File: src/design/msm_pkg.sv
// Constants and types for the management serial slave port
// Summary of operation
// Port used only while management enable high
// Strap pins set power-up defaults, writes override
// Port answers in every operating mode
// Four strap pins give upper address bits
// Address bit 0 selects channel A or B
// Master makes the clock; device only samples
// One shared data line, device drives reads
// Separate register set for each channel
// Addresses 0-6 and 15-18 implemented, others not; only address 0 (control) is implemented here
// Bit 15 reloads defaults, clears next clock
// Bit 14 loopback, starts from strap
// Bit 12 autoneg enable, starts from strap
// Bit 9 writable, writing one restarts autoneg
// Bit 13 reads zero, bit 6 one
// Bit 8 one; bits 11,10,7 zero
// Bits 5 to 0 read-only
// Master always sends a preamble
// Unimplemented addresses read zero, ignore writes
package msm_pkg;
	localparam logic [5:0] PRE_ONES_MIN = 6'h20;
	localparam logic [1:0] OP_READ = 2'h2;
	localparam logic [1:0] OP_WRITE = 2'h1;
	localparam logic [4:0] REG_CTRL = 5'h00;
	localparam logic [3:0] CNT_OP_LAST = 4'h1;
	localparam logic [3:0] CNT_ADDR_LAST = 4'h4;
	localparam logic [3:0] CNT_TA_LAST = 4'h1;
	localparam logic [3:0] CNT_DATA_LAST = 4'hf;
	localparam logic [1:0] STRAP_SETTLE = 2'h2;
	localparam int CTRL_RESET_BIT = 15;
	localparam int CTRL_LOOPBACK_BIT = 14;
	localparam int CTRL_AN_EN_BIT = 12;
	localparam int CTRL_AN_RESTART_BIT = 9;
	localparam logic [15:0] CTRL_FIXED_ONES = 16'h0140;
	localparam logic [15:0] CTRL_RESET_VALUE = 16'h0000;
	typedef enum logic [6:0] {
		ST_IDLE = 7'h01,
		ST_START = 7'h02,
		ST_OP = 7'h04,
		ST_PHY = 7'h08,
		ST_REG = 7'h10,
		ST_TA = 7'h20,
		ST_DATA = 7'h40
	} msm_state_t;
endpackage

File: src/design/msm_slave.sv
// Management serial slave: frame engine and two channel register sets
`timescale 1ns/1ps
`default_nettype none
module msm_slave (
	input wire logic clk,
	input wire logic rst,
	input wire logic ce,
	input wire logic mgmt_enable,
	input wire logic mgmt_clock_pin,
	input wire logic mgmt_data_in,
	output logic mgmt_data_out,
	output logic mgmt_data_oe_n,
	input wire logic phy_addr_strap_bit4,
	input wire logic phy_addr_strap_bit3,
	input wire logic phy_addr_strap_bit2,
	input wire logic phy_addr_strap_bit1,
	input wire logic [1:0] loopback_default_strap,
	input wire logic autoneg_default_strap,
	output logic [1:0] loopback_en,
	output logic [1:0] autoneg_en,
	output logic [1:0] autoneg_restart,
	output logic [1:0] dflt_reload
);
	// Pins: mdc, mdio, enable, four address straps, two loopback straps, autoneg strap
	logic [9:0] pin_meta_ff, pin_sync_ff;
	logic mdc_prev_ff;
	logic mdc_s, mdio_s, en_s, an_strap_s, mdc_rise;
	logic [3:0] addr_strap_s;
	logic [1:0] lb_strap_s, settle_ff;
	logic load_dflt;

	msm_pkg::msm_state_t state_ff, nxt_state;
	logic [3:0] cnt_ff, nxt_cnt;
	logic [5:0] ones_ff, nxt_ones;
	logic [15:0] sh_ff, nxt_sh, tx_ff, nxt_tx, wr_data_ff, nxt_wr_data;
	logic [1:0] op_ff, nxt_op, wr_ff, nxt_wr;
	logic [4:0] reg_ff, nxt_reg, addr_now;
	logic match_ff, nxt_match, ch_ff, nxt_ch, out_ff, nxt_out, oe_n_ff, nxt_oe_n;
	logic [15:0] ctrl_rd [2];

	always_ff @(posedge clk)
	begin
		if (rst)
		begin
			pin_meta_ff <= 10'h000;
			pin_sync_ff <= 10'h000;
			mdc_prev_ff <= 1'b0;
			settle_ff <= 2'h0;
		end
		else if (ce)
		begin
			pin_meta_ff <= {mgmt_clock_pin, mgmt_data_in, mgmt_enable,
				phy_addr_strap_bit4, phy_addr_strap_bit3, phy_addr_strap_bit2,
				phy_addr_strap_bit1, loopback_default_strap, autoneg_default_strap};
			pin_sync_ff <= pin_meta_ff;
			mdc_prev_ff <= mdc_s;
			// Straps settle through the synchroniser before they are trusted
			if (settle_ff != 2'h3)
			begin
				settle_ff <= settle_ff + 2'h1;
			end
		end
	end

	assign mdc_s = pin_sync_ff[9];
	assign mdio_s = pin_sync_ff[8];
	assign en_s = pin_sync_ff[7];
	assign addr_strap_s = pin_sync_ff[6:3];
	assign lb_strap_s = pin_sync_ff[2:1];
	assign an_strap_s = pin_sync_ff[0];
	assign load_dflt = (settle_ff == msm_pkg::STRAP_SETTLE);
	// Only the master's clock times a frame; data is taken on its rising edge
	assign mdc_rise = mdc_s && !mdc_prev_ff;
	assign addr_now = {sh_ff[3:0], mdio_s};

	// No mode input is consulted here, so frames are served in every mode
	always_comb
	begin
		nxt_state = state_ff;
		nxt_cnt = cnt_ff;
		nxt_ones = ones_ff;
		nxt_sh = sh_ff;
		nxt_tx = tx_ff;
		nxt_op = op_ff;
		nxt_reg = reg_ff;
		nxt_match = match_ff;
		nxt_ch = ch_ff;
		nxt_out = out_ff;
		nxt_oe_n = oe_n_ff;
		nxt_wr = 2'b00;
		nxt_wr_data = wr_data_ff;
		if (!en_s)
		begin
			nxt_state = msm_pkg::ST_IDLE;
			nxt_ones = 6'h00;
			nxt_oe_n = 1'b1;
		end
		else if (mdc_rise)
		begin
			nxt_sh = {sh_ff[14:0], mdio_s};
			nxt_cnt = cnt_ff + 4'h1;
			case (state_ff)
				msm_pkg::ST_IDLE:
				begin
					nxt_oe_n = 1'b1;
					if (!mdio_s)
					begin
						nxt_ones = 6'h00;
						// A start without a full preamble is not a frame
						if (ones_ff == msm_pkg::PRE_ONES_MIN)
						begin
							nxt_state = msm_pkg::ST_START;
						end
					end
					else if (ones_ff != msm_pkg::PRE_ONES_MIN)
					begin
						nxt_ones = ones_ff + 6'h01;
					end
				end
				msm_pkg::ST_START:
				begin
					nxt_cnt = 4'h0;
					nxt_state = mdio_s ? msm_pkg::ST_OP : msm_pkg::ST_IDLE;
				end
				msm_pkg::ST_OP:
				begin
					if (cnt_ff == msm_pkg::CNT_OP_LAST)
					begin
						nxt_op = {sh_ff[0], mdio_s};
						nxt_cnt = 4'h0;
						nxt_state = (nxt_op == msm_pkg::OP_READ || nxt_op == msm_pkg::OP_WRITE)
							? msm_pkg::ST_PHY : msm_pkg::ST_IDLE;
					end
				end
				msm_pkg::ST_PHY:
				begin
					if (cnt_ff == msm_pkg::CNT_ADDR_LAST)
					begin
						nxt_match = (addr_now[4:1] == addr_strap_s);
						nxt_ch = addr_now[0];
						nxt_cnt = 4'h0;
						nxt_state = msm_pkg::ST_REG;
					end
				end
				msm_pkg::ST_REG:
				begin
					if (cnt_ff == msm_pkg::CNT_ADDR_LAST)
					begin
						nxt_reg = addr_now;
						// Only the control layout lives here; other addresses read zero
						nxt_tx = (addr_now == msm_pkg::REG_CTRL) ? ctrl_rd[ch_ff]
							: 16'h0000;
						nxt_cnt = 4'h0;
						nxt_state = msm_pkg::ST_TA;
					end
				end
				msm_pkg::ST_TA:
				begin
					if (cnt_ff == msm_pkg::CNT_TA_LAST)
					begin
						nxt_cnt = 4'h0;
						nxt_state = msm_pkg::ST_DATA;
						if (op_ff == msm_pkg::OP_READ && match_ff)
						begin
							nxt_out = tx_ff[15];
							nxt_tx = {tx_ff[14:0], 1'b0};
						end
					end
					else if (op_ff == msm_pkg::OP_READ && match_ff)
					begin
						nxt_out = 1'b0;
						nxt_oe_n = 1'b0;
					end
				end
				msm_pkg::ST_DATA:
				begin
					if (cnt_ff == msm_pkg::CNT_DATA_LAST)
					begin
						nxt_oe_n = 1'b1;
						nxt_state = msm_pkg::ST_IDLE;
						if (op_ff == msm_pkg::OP_WRITE && match_ff
							&& reg_ff == msm_pkg::REG_CTRL)
						begin
							nxt_wr[ch_ff] = 1'b1;
							nxt_wr_data = {sh_ff[14:0], mdio_s};
						end
					end
					else if (!oe_n_ff)
					begin
						nxt_out = tx_ff[15];
						nxt_tx = {tx_ff[14:0], 1'b0};
					end
				end
				default:
				begin
					nxt_state = msm_pkg::ST_IDLE;
				end
			endcase
		end
	end

	always_ff @(posedge clk)
	begin
		if (rst)
		begin
			state_ff <= msm_pkg::ST_IDLE;
			cnt_ff <= 4'h0;
			ones_ff <= 6'h00;
			sh_ff <= 16'h0000;
			tx_ff <= 16'h0000;
			op_ff <= 2'h0;
			reg_ff <= 5'h00;
			match_ff <= 1'b0;
			ch_ff <= 1'b0;
			out_ff <= 1'b0;
			oe_n_ff <= 1'b1;
			wr_ff <= 2'b00;
			wr_data_ff <= 16'h0000;
		end
		else if (ce)
		begin
			state_ff <= nxt_state;
			cnt_ff <= nxt_cnt;
			ones_ff <= nxt_ones;
			sh_ff <= nxt_sh;
			tx_ff <= nxt_tx;
			op_ff <= nxt_op;
			reg_ff <= nxt_reg;
			match_ff <= nxt_match;
			ch_ff <= nxt_ch;
			out_ff <= nxt_out;
			oe_n_ff <= nxt_oe_n;
			wr_ff <= nxt_wr;
			wr_data_ff <= nxt_wr_data;
		end
	end

	assign mgmt_data_out = out_ff;
	assign mgmt_data_oe_n = oe_n_ff;

	genvar gi;
	generate
		for (gi = 0; gi < 2; gi++)
		begin : g_ch
			msm_ctrl_reg u_ctrl (
				.clk(clk),
				.rst(rst),
				.ce(ce),
				.load_dflt(load_dflt),
				.dflt_loopback(lb_strap_s[gi]),
				.dflt_autoneg(an_strap_s),
				.wr_en(wr_ff[gi]),
				.wr_data(wr_data_ff),
				.rd_data(ctrl_rd[gi]),
				.loopback_en(loopback_en[gi]),
				.autoneg_en(autoneg_en[gi]),
				.autoneg_restart(autoneg_restart[gi]),
				.dflt_reload(dflt_reload[gi])
			);
		end
	endgenerate
endmodule
`default_nettype wire

File: src/design/msm_ctrl_reg.sv
// Per-channel control register
`timescale 1ns/1ps
`default_nettype none
module msm_ctrl_reg (
	input wire logic clk,
	input wire logic rst,
	input wire logic ce,
	input wire logic load_dflt,
	input wire logic dflt_loopback,
	input wire logic dflt_autoneg,
	input wire logic wr_en,
	input wire logic [15:0] wr_data,
	output logic [15:0] rd_data,
	output logic loopback_en,
	output logic autoneg_en,
	output logic autoneg_restart,
	output logic dflt_reload
);
	logic rst_bit_ff, lb_ff, an_ff, rsa_ff, restart_ff, reload_ff;
	logic nxt_rst_bit, nxt_lb, nxt_an, nxt_rsa, nxt_restart, nxt_reload;

	always_comb
	begin
		nxt_rst_bit = 1'b0;
		nxt_lb = lb_ff;
		nxt_an = an_ff;
		nxt_rsa = rsa_ff;
		nxt_restart = 1'b0;
		nxt_reload = 1'b0;
		// Reload wins over a write landing in the same cycle
		if (rst_bit_ff || load_dflt)
		begin
			nxt_lb = dflt_loopback;
			nxt_an = dflt_autoneg;
			nxt_rsa = 1'b0;
			nxt_reload = rst_bit_ff;
		end
		else if (wr_en)
		begin
			nxt_rst_bit = wr_data[msm_pkg::CTRL_RESET_BIT];
			nxt_lb = wr_data[msm_pkg::CTRL_LOOPBACK_BIT];
			nxt_an = wr_data[msm_pkg::CTRL_AN_EN_BIT];
			nxt_rsa = wr_data[msm_pkg::CTRL_AN_RESTART_BIT];
			nxt_restart = wr_data[msm_pkg::CTRL_AN_RESTART_BIT];
		end
	end

	always_ff @(posedge clk)
	begin
		if (rst)
		begin
			rst_bit_ff <= msm_pkg::CTRL_RESET_VALUE[msm_pkg::CTRL_RESET_BIT];
			lb_ff <= msm_pkg::CTRL_RESET_VALUE[msm_pkg::CTRL_LOOPBACK_BIT];
			an_ff <= msm_pkg::CTRL_RESET_VALUE[msm_pkg::CTRL_AN_EN_BIT];
			rsa_ff <= msm_pkg::CTRL_RESET_VALUE[msm_pkg::CTRL_AN_RESTART_BIT];
			restart_ff <= 1'b0;
			reload_ff <= 1'b0;
		end
		else if (ce)
		begin
			rst_bit_ff <= nxt_rst_bit;
			lb_ff <= nxt_lb;
			an_ff <= nxt_an;
			rsa_ff <= nxt_rsa;
			restart_ff <= nxt_restart;
			reload_ff <= nxt_reload;
		end
	end

	// Fixed bits are constants, so writes to them have nowhere to land
	assign rd_data = {rst_bit_ff, lb_ff, 1'b0, an_ff, 2'b00, rsa_ff, 9'h000}
		| msm_pkg::CTRL_FIXED_ONES;
	assign loopback_en = lb_ff;
	assign autoneg_en = an_ff;
	assign autoneg_restart = restart_ff;
	assign dflt_reload = reload_ff;
endmodule
`default_nettype wire

File: config.mk
export PLATFORM = sky130hd
export DESIGN_NAME = msm_slave
export DESIGN_NICKNAME = d
export VERILOG_FILES = /design/src/design/msm_pkg.sv /design/src/design/msm_slave.sv /design/src/design/msm_ctrl_reg.sv
export SDC_FILE = /design/constraint.sdc
export NUM_CORES = 1
export LEC_CHECK = 0
export ABC_AREA = 1
export BUFFER_PORTS_ARGS = -buffer_cell sky130_fd_sc_hd__buf_2
export CAP_MARGIN = 20
export CELL_PAD_IN_SITES_DETAIL_PLACEMENT = 0
export CELL_PAD_IN_SITES_GLOBAL_PLACEMENT = 2
export CORE_ASPECT_RATIO = 0.5
export CORE_MARGIN = 2
export CORE_UTILIZATION = 35
export CTS_CLUSTER_SIZE = 20
export DETAILED_ROUTE_END_ITERATION = 12
export GPL_TIMING_DRIVEN = 1
export PLACE_DENSITY = 0.8
export SYNTH_ARGS = -nofsm -noshare
export SYNTH_HDL_FRONTEND = slang
export SYNTH_HIERARCHICAL = 1
export SYNTH_SLANG_ARGS = --single-unit
File: constraint.sdc
create_clock -name clk -period 2.1 [get_ports clk]
set_input_delay 0.315 -clock clk [delete_from_list [all_inputs] [get_ports clk]]
set_output_delay 0.315 -clock clk [all_outputs]
set_load 0.05 [all_outputs]
Word level (Yosys, flattened, before mapping):

Index checks and enable logic that the tools add are counted.

* register bits after elaboration: 112
* input bits: 13
* output and inout port bits: 10
* logic and storage cells: 173

* add/sub/neg operators: 3
* order comparisons: 3
* equality and inequality tests: 37
* mux-type cells: 70
* bitwise logic cells: 1
* reduce and logical (&&, ||, !) cells: 30

Operator list (number)
* 16-bit two-way mux: 9
* 7-bit two-way mux: 9
* 7-bit one-hot mux with 7 select lines: 1
* 16-bit one-hot mux with 3 select lines: 1
* 1-bit two-way mux: 32
* 6-bit two-way mux: 5
* 3-bit != test (second input constant): 9
* 9-bit AND reduction: 2
* 5-bit AND reduction: 3
* 4-bit two-way mux: 3
* 2-bit != test (second input constant): 6
* 4-bit one-hot mux with 3 select lines: 1
* 6-bit AND reduction: 2
* 5-bit logical NOT: 2
* 2-bit two-way mux: 5
* 7-bit by 1-bit equality test with 1-bit output (second input constant): 1
* 7-bit by 2-bit equality test with 1-bit output (second input constant): 1
* 7-bit by 3-bit equality test with 1-bit output (second input constant): 1
* 7-bit by 4-bit equality test with 1-bit output (second input constant): 1
* 7-bit by 5-bit equality test with 1-bit output (second input constant): 1
* 7-bit by 6-bit equality test with 1-bit output (second input constant): 1
* 7-bit equality test (second input constant): 1
* 7-bit AND reduction: 1
* 6-bit by 1-bit adder with 6-bit output (second input constant): 1
* other kinds (30): 45

Longest topological paths before layout:

* depth in word-level cells: 9
* mapped depth: 12
* gate-level depth less buffers: 11

Hierarchy:

Netlist, hierarchy kept.

Modules (own cells, without submodules)
* msm_slave: instances 1, cells each 716, area each 4767.1 um^2, sequential area each 2001.9 um^2
* msm_ctrl_reg: instances 2, cells each 62, area each 427.9 um^2, sequential area each 120.1 um^2

Worst setup path after synthesis:

Ideal clock, no wire load.

* path type: register to register
* start: register cnt_ff[0]
* end: register tx_ff[13]
* library setup time: 113 ps
* arrival time: 1555 ps
* data required time: 1987 ps
* setup slack: 432 ps
* cell stages (with the launch flop): 11
* path buffers: 1
* period minus slack after synthesis: 1668 ps
* cells stage by stage: dfxtp_1 -> inv_1 -> ha_1 -> nand3_1 -> nand2_1 -> nand2_1 -> nor2_1 -> clkbuf_1 -> nand3_1 -> nand2_1 -> nor2_1

* word-level cells in the longest chain between the ends: 3
* elaborated cells between the ends (all ways): 7

RTL lines
* start, declared: line msm_slave.sv:33 `logic [3:0] cnt_ff, nxt_cnt;`
* start signal, assigned: line msm_slave.sv:223 `cnt_ff <= nxt_cnt;`
* 4-bit equality test, or another cell as far along: line msm_slave.sv:177 `if (cnt_ff == msm_pkg::CNT_DATA_LAST)`
* 2-bit != test (no line)
* 9-bit AND reduction (no line) (*)
* end signal, assigned: line msm_slave.sv:226 `tx_ff <= nxt_tx;`
* end, declared: line msm_slave.sv:35 `logic [15:0] sh_ff, nxt_sh, tx_ff, nxt_tx, wr_data_ff, nxt_wr_data;`

Every way passes the cells marked *; elsewhere a longest branch is shown, timed or not.
A chain may end at the register's enable or synchronous reset.

Final worst setup path:

* start: register state_ff[2]
* end: register tx_ff[11]

* word-level cells in the longest chain between the ends: 3
* elaborated cells between the ends (all ways): 11

RTL lines
* start, declared: line msm_slave.sv:32 `msm_pkg::msm_state_t state_ff, nxt_state;`
* start signal, assigned: line msm_slave.sv:206 `state_ff <= msm_pkg::ST_IDLE;`
* start signal, assigned: line msm_slave.sv:222 `state_ff <= nxt_state;`
* 7-bit equality test, or another cell as far along: line msm_slave.sv:102 `case (state_ff)`
* 2-bit != test (no line) / 3-bit nonzero test (equally long branches)
* 9-bit AND reduction (no line)

Several ways; a longest one is shown, not always the timed one.

==> metrics.cfg <==
[yosys]
syn_inst = 804
netlist_area_mm2 = 0.00526
ys_warn_count = 6
synth_area_per_cell_um2 = 6.55

[pwr]
irDropWorstVdd_v = 0.000330
powerDensity_mw_per_mm2 = 740
p_switching_uw = 1230
power_switching_share_pct = 28.4
p_int_uw = 3080
power_leakage_uw = 0.00265
share_seq_of_total_power_pct = 46.3
combPwrFrac_pct = 11.2
clkPwrFrac_pct = 42.5

[grt]
gr-total-overflow = 0
grt_max_degree = 77
grt_use_total_pct = 16.6
antenna_found_initial = 0
grt_pass1_wl_um = 21300
grt_pass1_vias = 4138

[die]
rows = 31
die_x_um = 177
fp.dieArea_mm2 = 0.0161
coreArea_mm2 = 0.0146
initial_core_util_pct = 36.1
ioPinCount = 23
fp.dieH_um = 90.7

[setup_path]
arrival_ns = 2.16
worstSetupPathType = reg2reg
critPathMaxFanout = 15
crit_top_cell = nand2_1
crit_required_ns = 2.39
worstReg2RegStart = state_ff[2]
cp-startpoint = state_ff[2]
critPathMaxStageDelay_ns = 0.41
cpMaxStageDelayCell = dfxtp_1
endpoint_kind = register
crit_chain = nor2_2 > nand2_1 > nor2_4 > nand2_1 > nand2_1 > a21oi_4 > nand2_2 > inv_2 > nor2_1 > nor2_1
crit_path_start_kind = register

[placement]
pre_cts_ws_ns = 0.0612
numPortBuffers = 22
dp_cells = 1000
dp_hpwl_um = 8720
gp_congestion = 0.804
placed_area_mm2 = 0.00549

[worst_hold_path]
hold_start = loopback_default_strap[1]
min_path_type = in2reg

[outcome]
outcome = finished, final reports clean

[route]
remaining_drc_errors = 0
routedWlPerCell_um = 12.3
dr.pass1.iters = 4
final_antenna_net_count = 0
vias = 4551
drtIter0Drc = 296
via_per_inst = 4.48
routed_wirelength_um = 12500

[cells_and_area]
n_antenna_cell = 0
finalNonFillerCells = 1016
fin_nets = 834
drive_above_1_share_pct = 10.8
postLayoutCellArea_mm2 = 0.00583
area_delta_synth_final_pct = 10.7

[sta]
hold_ws_ns = 0.168
maxSlewViolCount = 0
grt_setup_unrepaired = no
final.period_utilization_pct = 88.8
fin_setup_tns_ns = 0
finalHoldViolCount = 0
fin_skew_ns = 0.0109
timing.final.ws_setup_ns = 0.236
finalSetupViolations = 0
min_period_ns = 1.86
fmax_ghz = 0.537
slew_headroom_pct = 50.5
max_slew.worst_pin.slew_ns = 0.740

[clock_tree]
root_buffer = clkbuf_16
clkSlewWorstSetupHoldPaths_ns = 0.08
numCtsBuffers = 9
htreeDepth = 3
cts.sinks = 100
clock_latency_ns = 0.36
clockBufferDepth = 2
cts_tree = yes

[job]
cap_violations = 0

-- per-layer routing --
metal,vias up,global-route usage [%],share of wire [%]
met5,-,0,0
met4,0,4.30,1.0
met3,11,3.66,2.7
met2,40,22.3,37
met1,1995,25.9,59
li1,2505,-,-
-- sequential cells by signal, indices dropped and copies added (netlist names), 4 cells and up --
register	count
cnt_ff	4
ones_ff	6
pin_meta_ff	10
pin_sync_ff	10
reg_ff	5
sh_ff	15
state_ff	7
tx_ff	16
wr_data_ff	4
-- through the flow --
step           power, µW  utilization (%)
2_1_floorplan       2410                -
3_3_place_gp        2520             37.6
3_5_place_dp        2520             37.6
4_1_cts             4360             39.9
5_1_grt             4530             39.9
6_report            4310             39.9
-- worst paths after layout --
path / end / slack (ns) / depth (start not counted)
worst max-delay path: tx_ff[11] / 0.24 / 10
worst min-delay path: pin_meta_ff[2] / 0.17 / 3
worst max register to register: tx_ff[11] / 0.24 / 10
worst min register to register: sh_ff[11] / 0.44 / 2
-- power by group through the flow --
stage / registers [µW] / clock network, µW / logic [µW]
after floorplan: 2060 / 0 / 353
after global placement: 2040 / 0 / 481
after detailed placement: 2040 / 0 / 479
after CTS: 2000 / 1880 / 482
after global routing: 2010 / 1960 / 556
final: 2000 / 1830 / 482
-- cells in the final DEF (no fill, tap or decap), drive strengths merged --
master	n
nand2	213
nor2	129
dfxtp	100
inv	75
o21ai	70
a21oi	58
nand3	54
buf	44
conb	24
clkbuf	9
ha	8
clkinv	7
nand4	5
xnor2	4
nor3	4
nor3b	2
a211oi	2
nand3b	1
o22ai	1
or2	1
o21bai	1
a41oi	1
o211ai	1
xor2	1
and3	1
a31oi	1
bufinv	1
-- worst max-delay path: cells and delay by family (launching register included) --
kind	cells	cell delay, ns
AO/OA/AOI/OAI	1	0.23
AND/OR/NAND/NOR	8	0.91
buffers and inverters	1	0.24
flip-flops	1	0.41
-- layout make-up --
| cell class | count | area [µm²] |
|---|---|---|
| Inverter | 76 | 285 |
| Clock inverter | 7 | 103 |
| Multi-Input combinational cell | 582 | 2680 |
| Tap cell | 198 | 248 |
| Clock buffer | 9 | 225 |
| Timing Repair Buffer | 44 | 288 |
| Fill cell | 1597 | 8760 |
| Sequential cell | 100 | 2000 |
-- what timing repair did --
action / in CTS / in global routing
endpoints found under the hold margin: 0 / 0
buffers inserted: 0 / 0
hold buffers: 0 / 0
resized for setup: 0 / 4
endpoints found under the setup margin: 0 / 27
No activity file was read; power rests on OpenSTA's default activity.
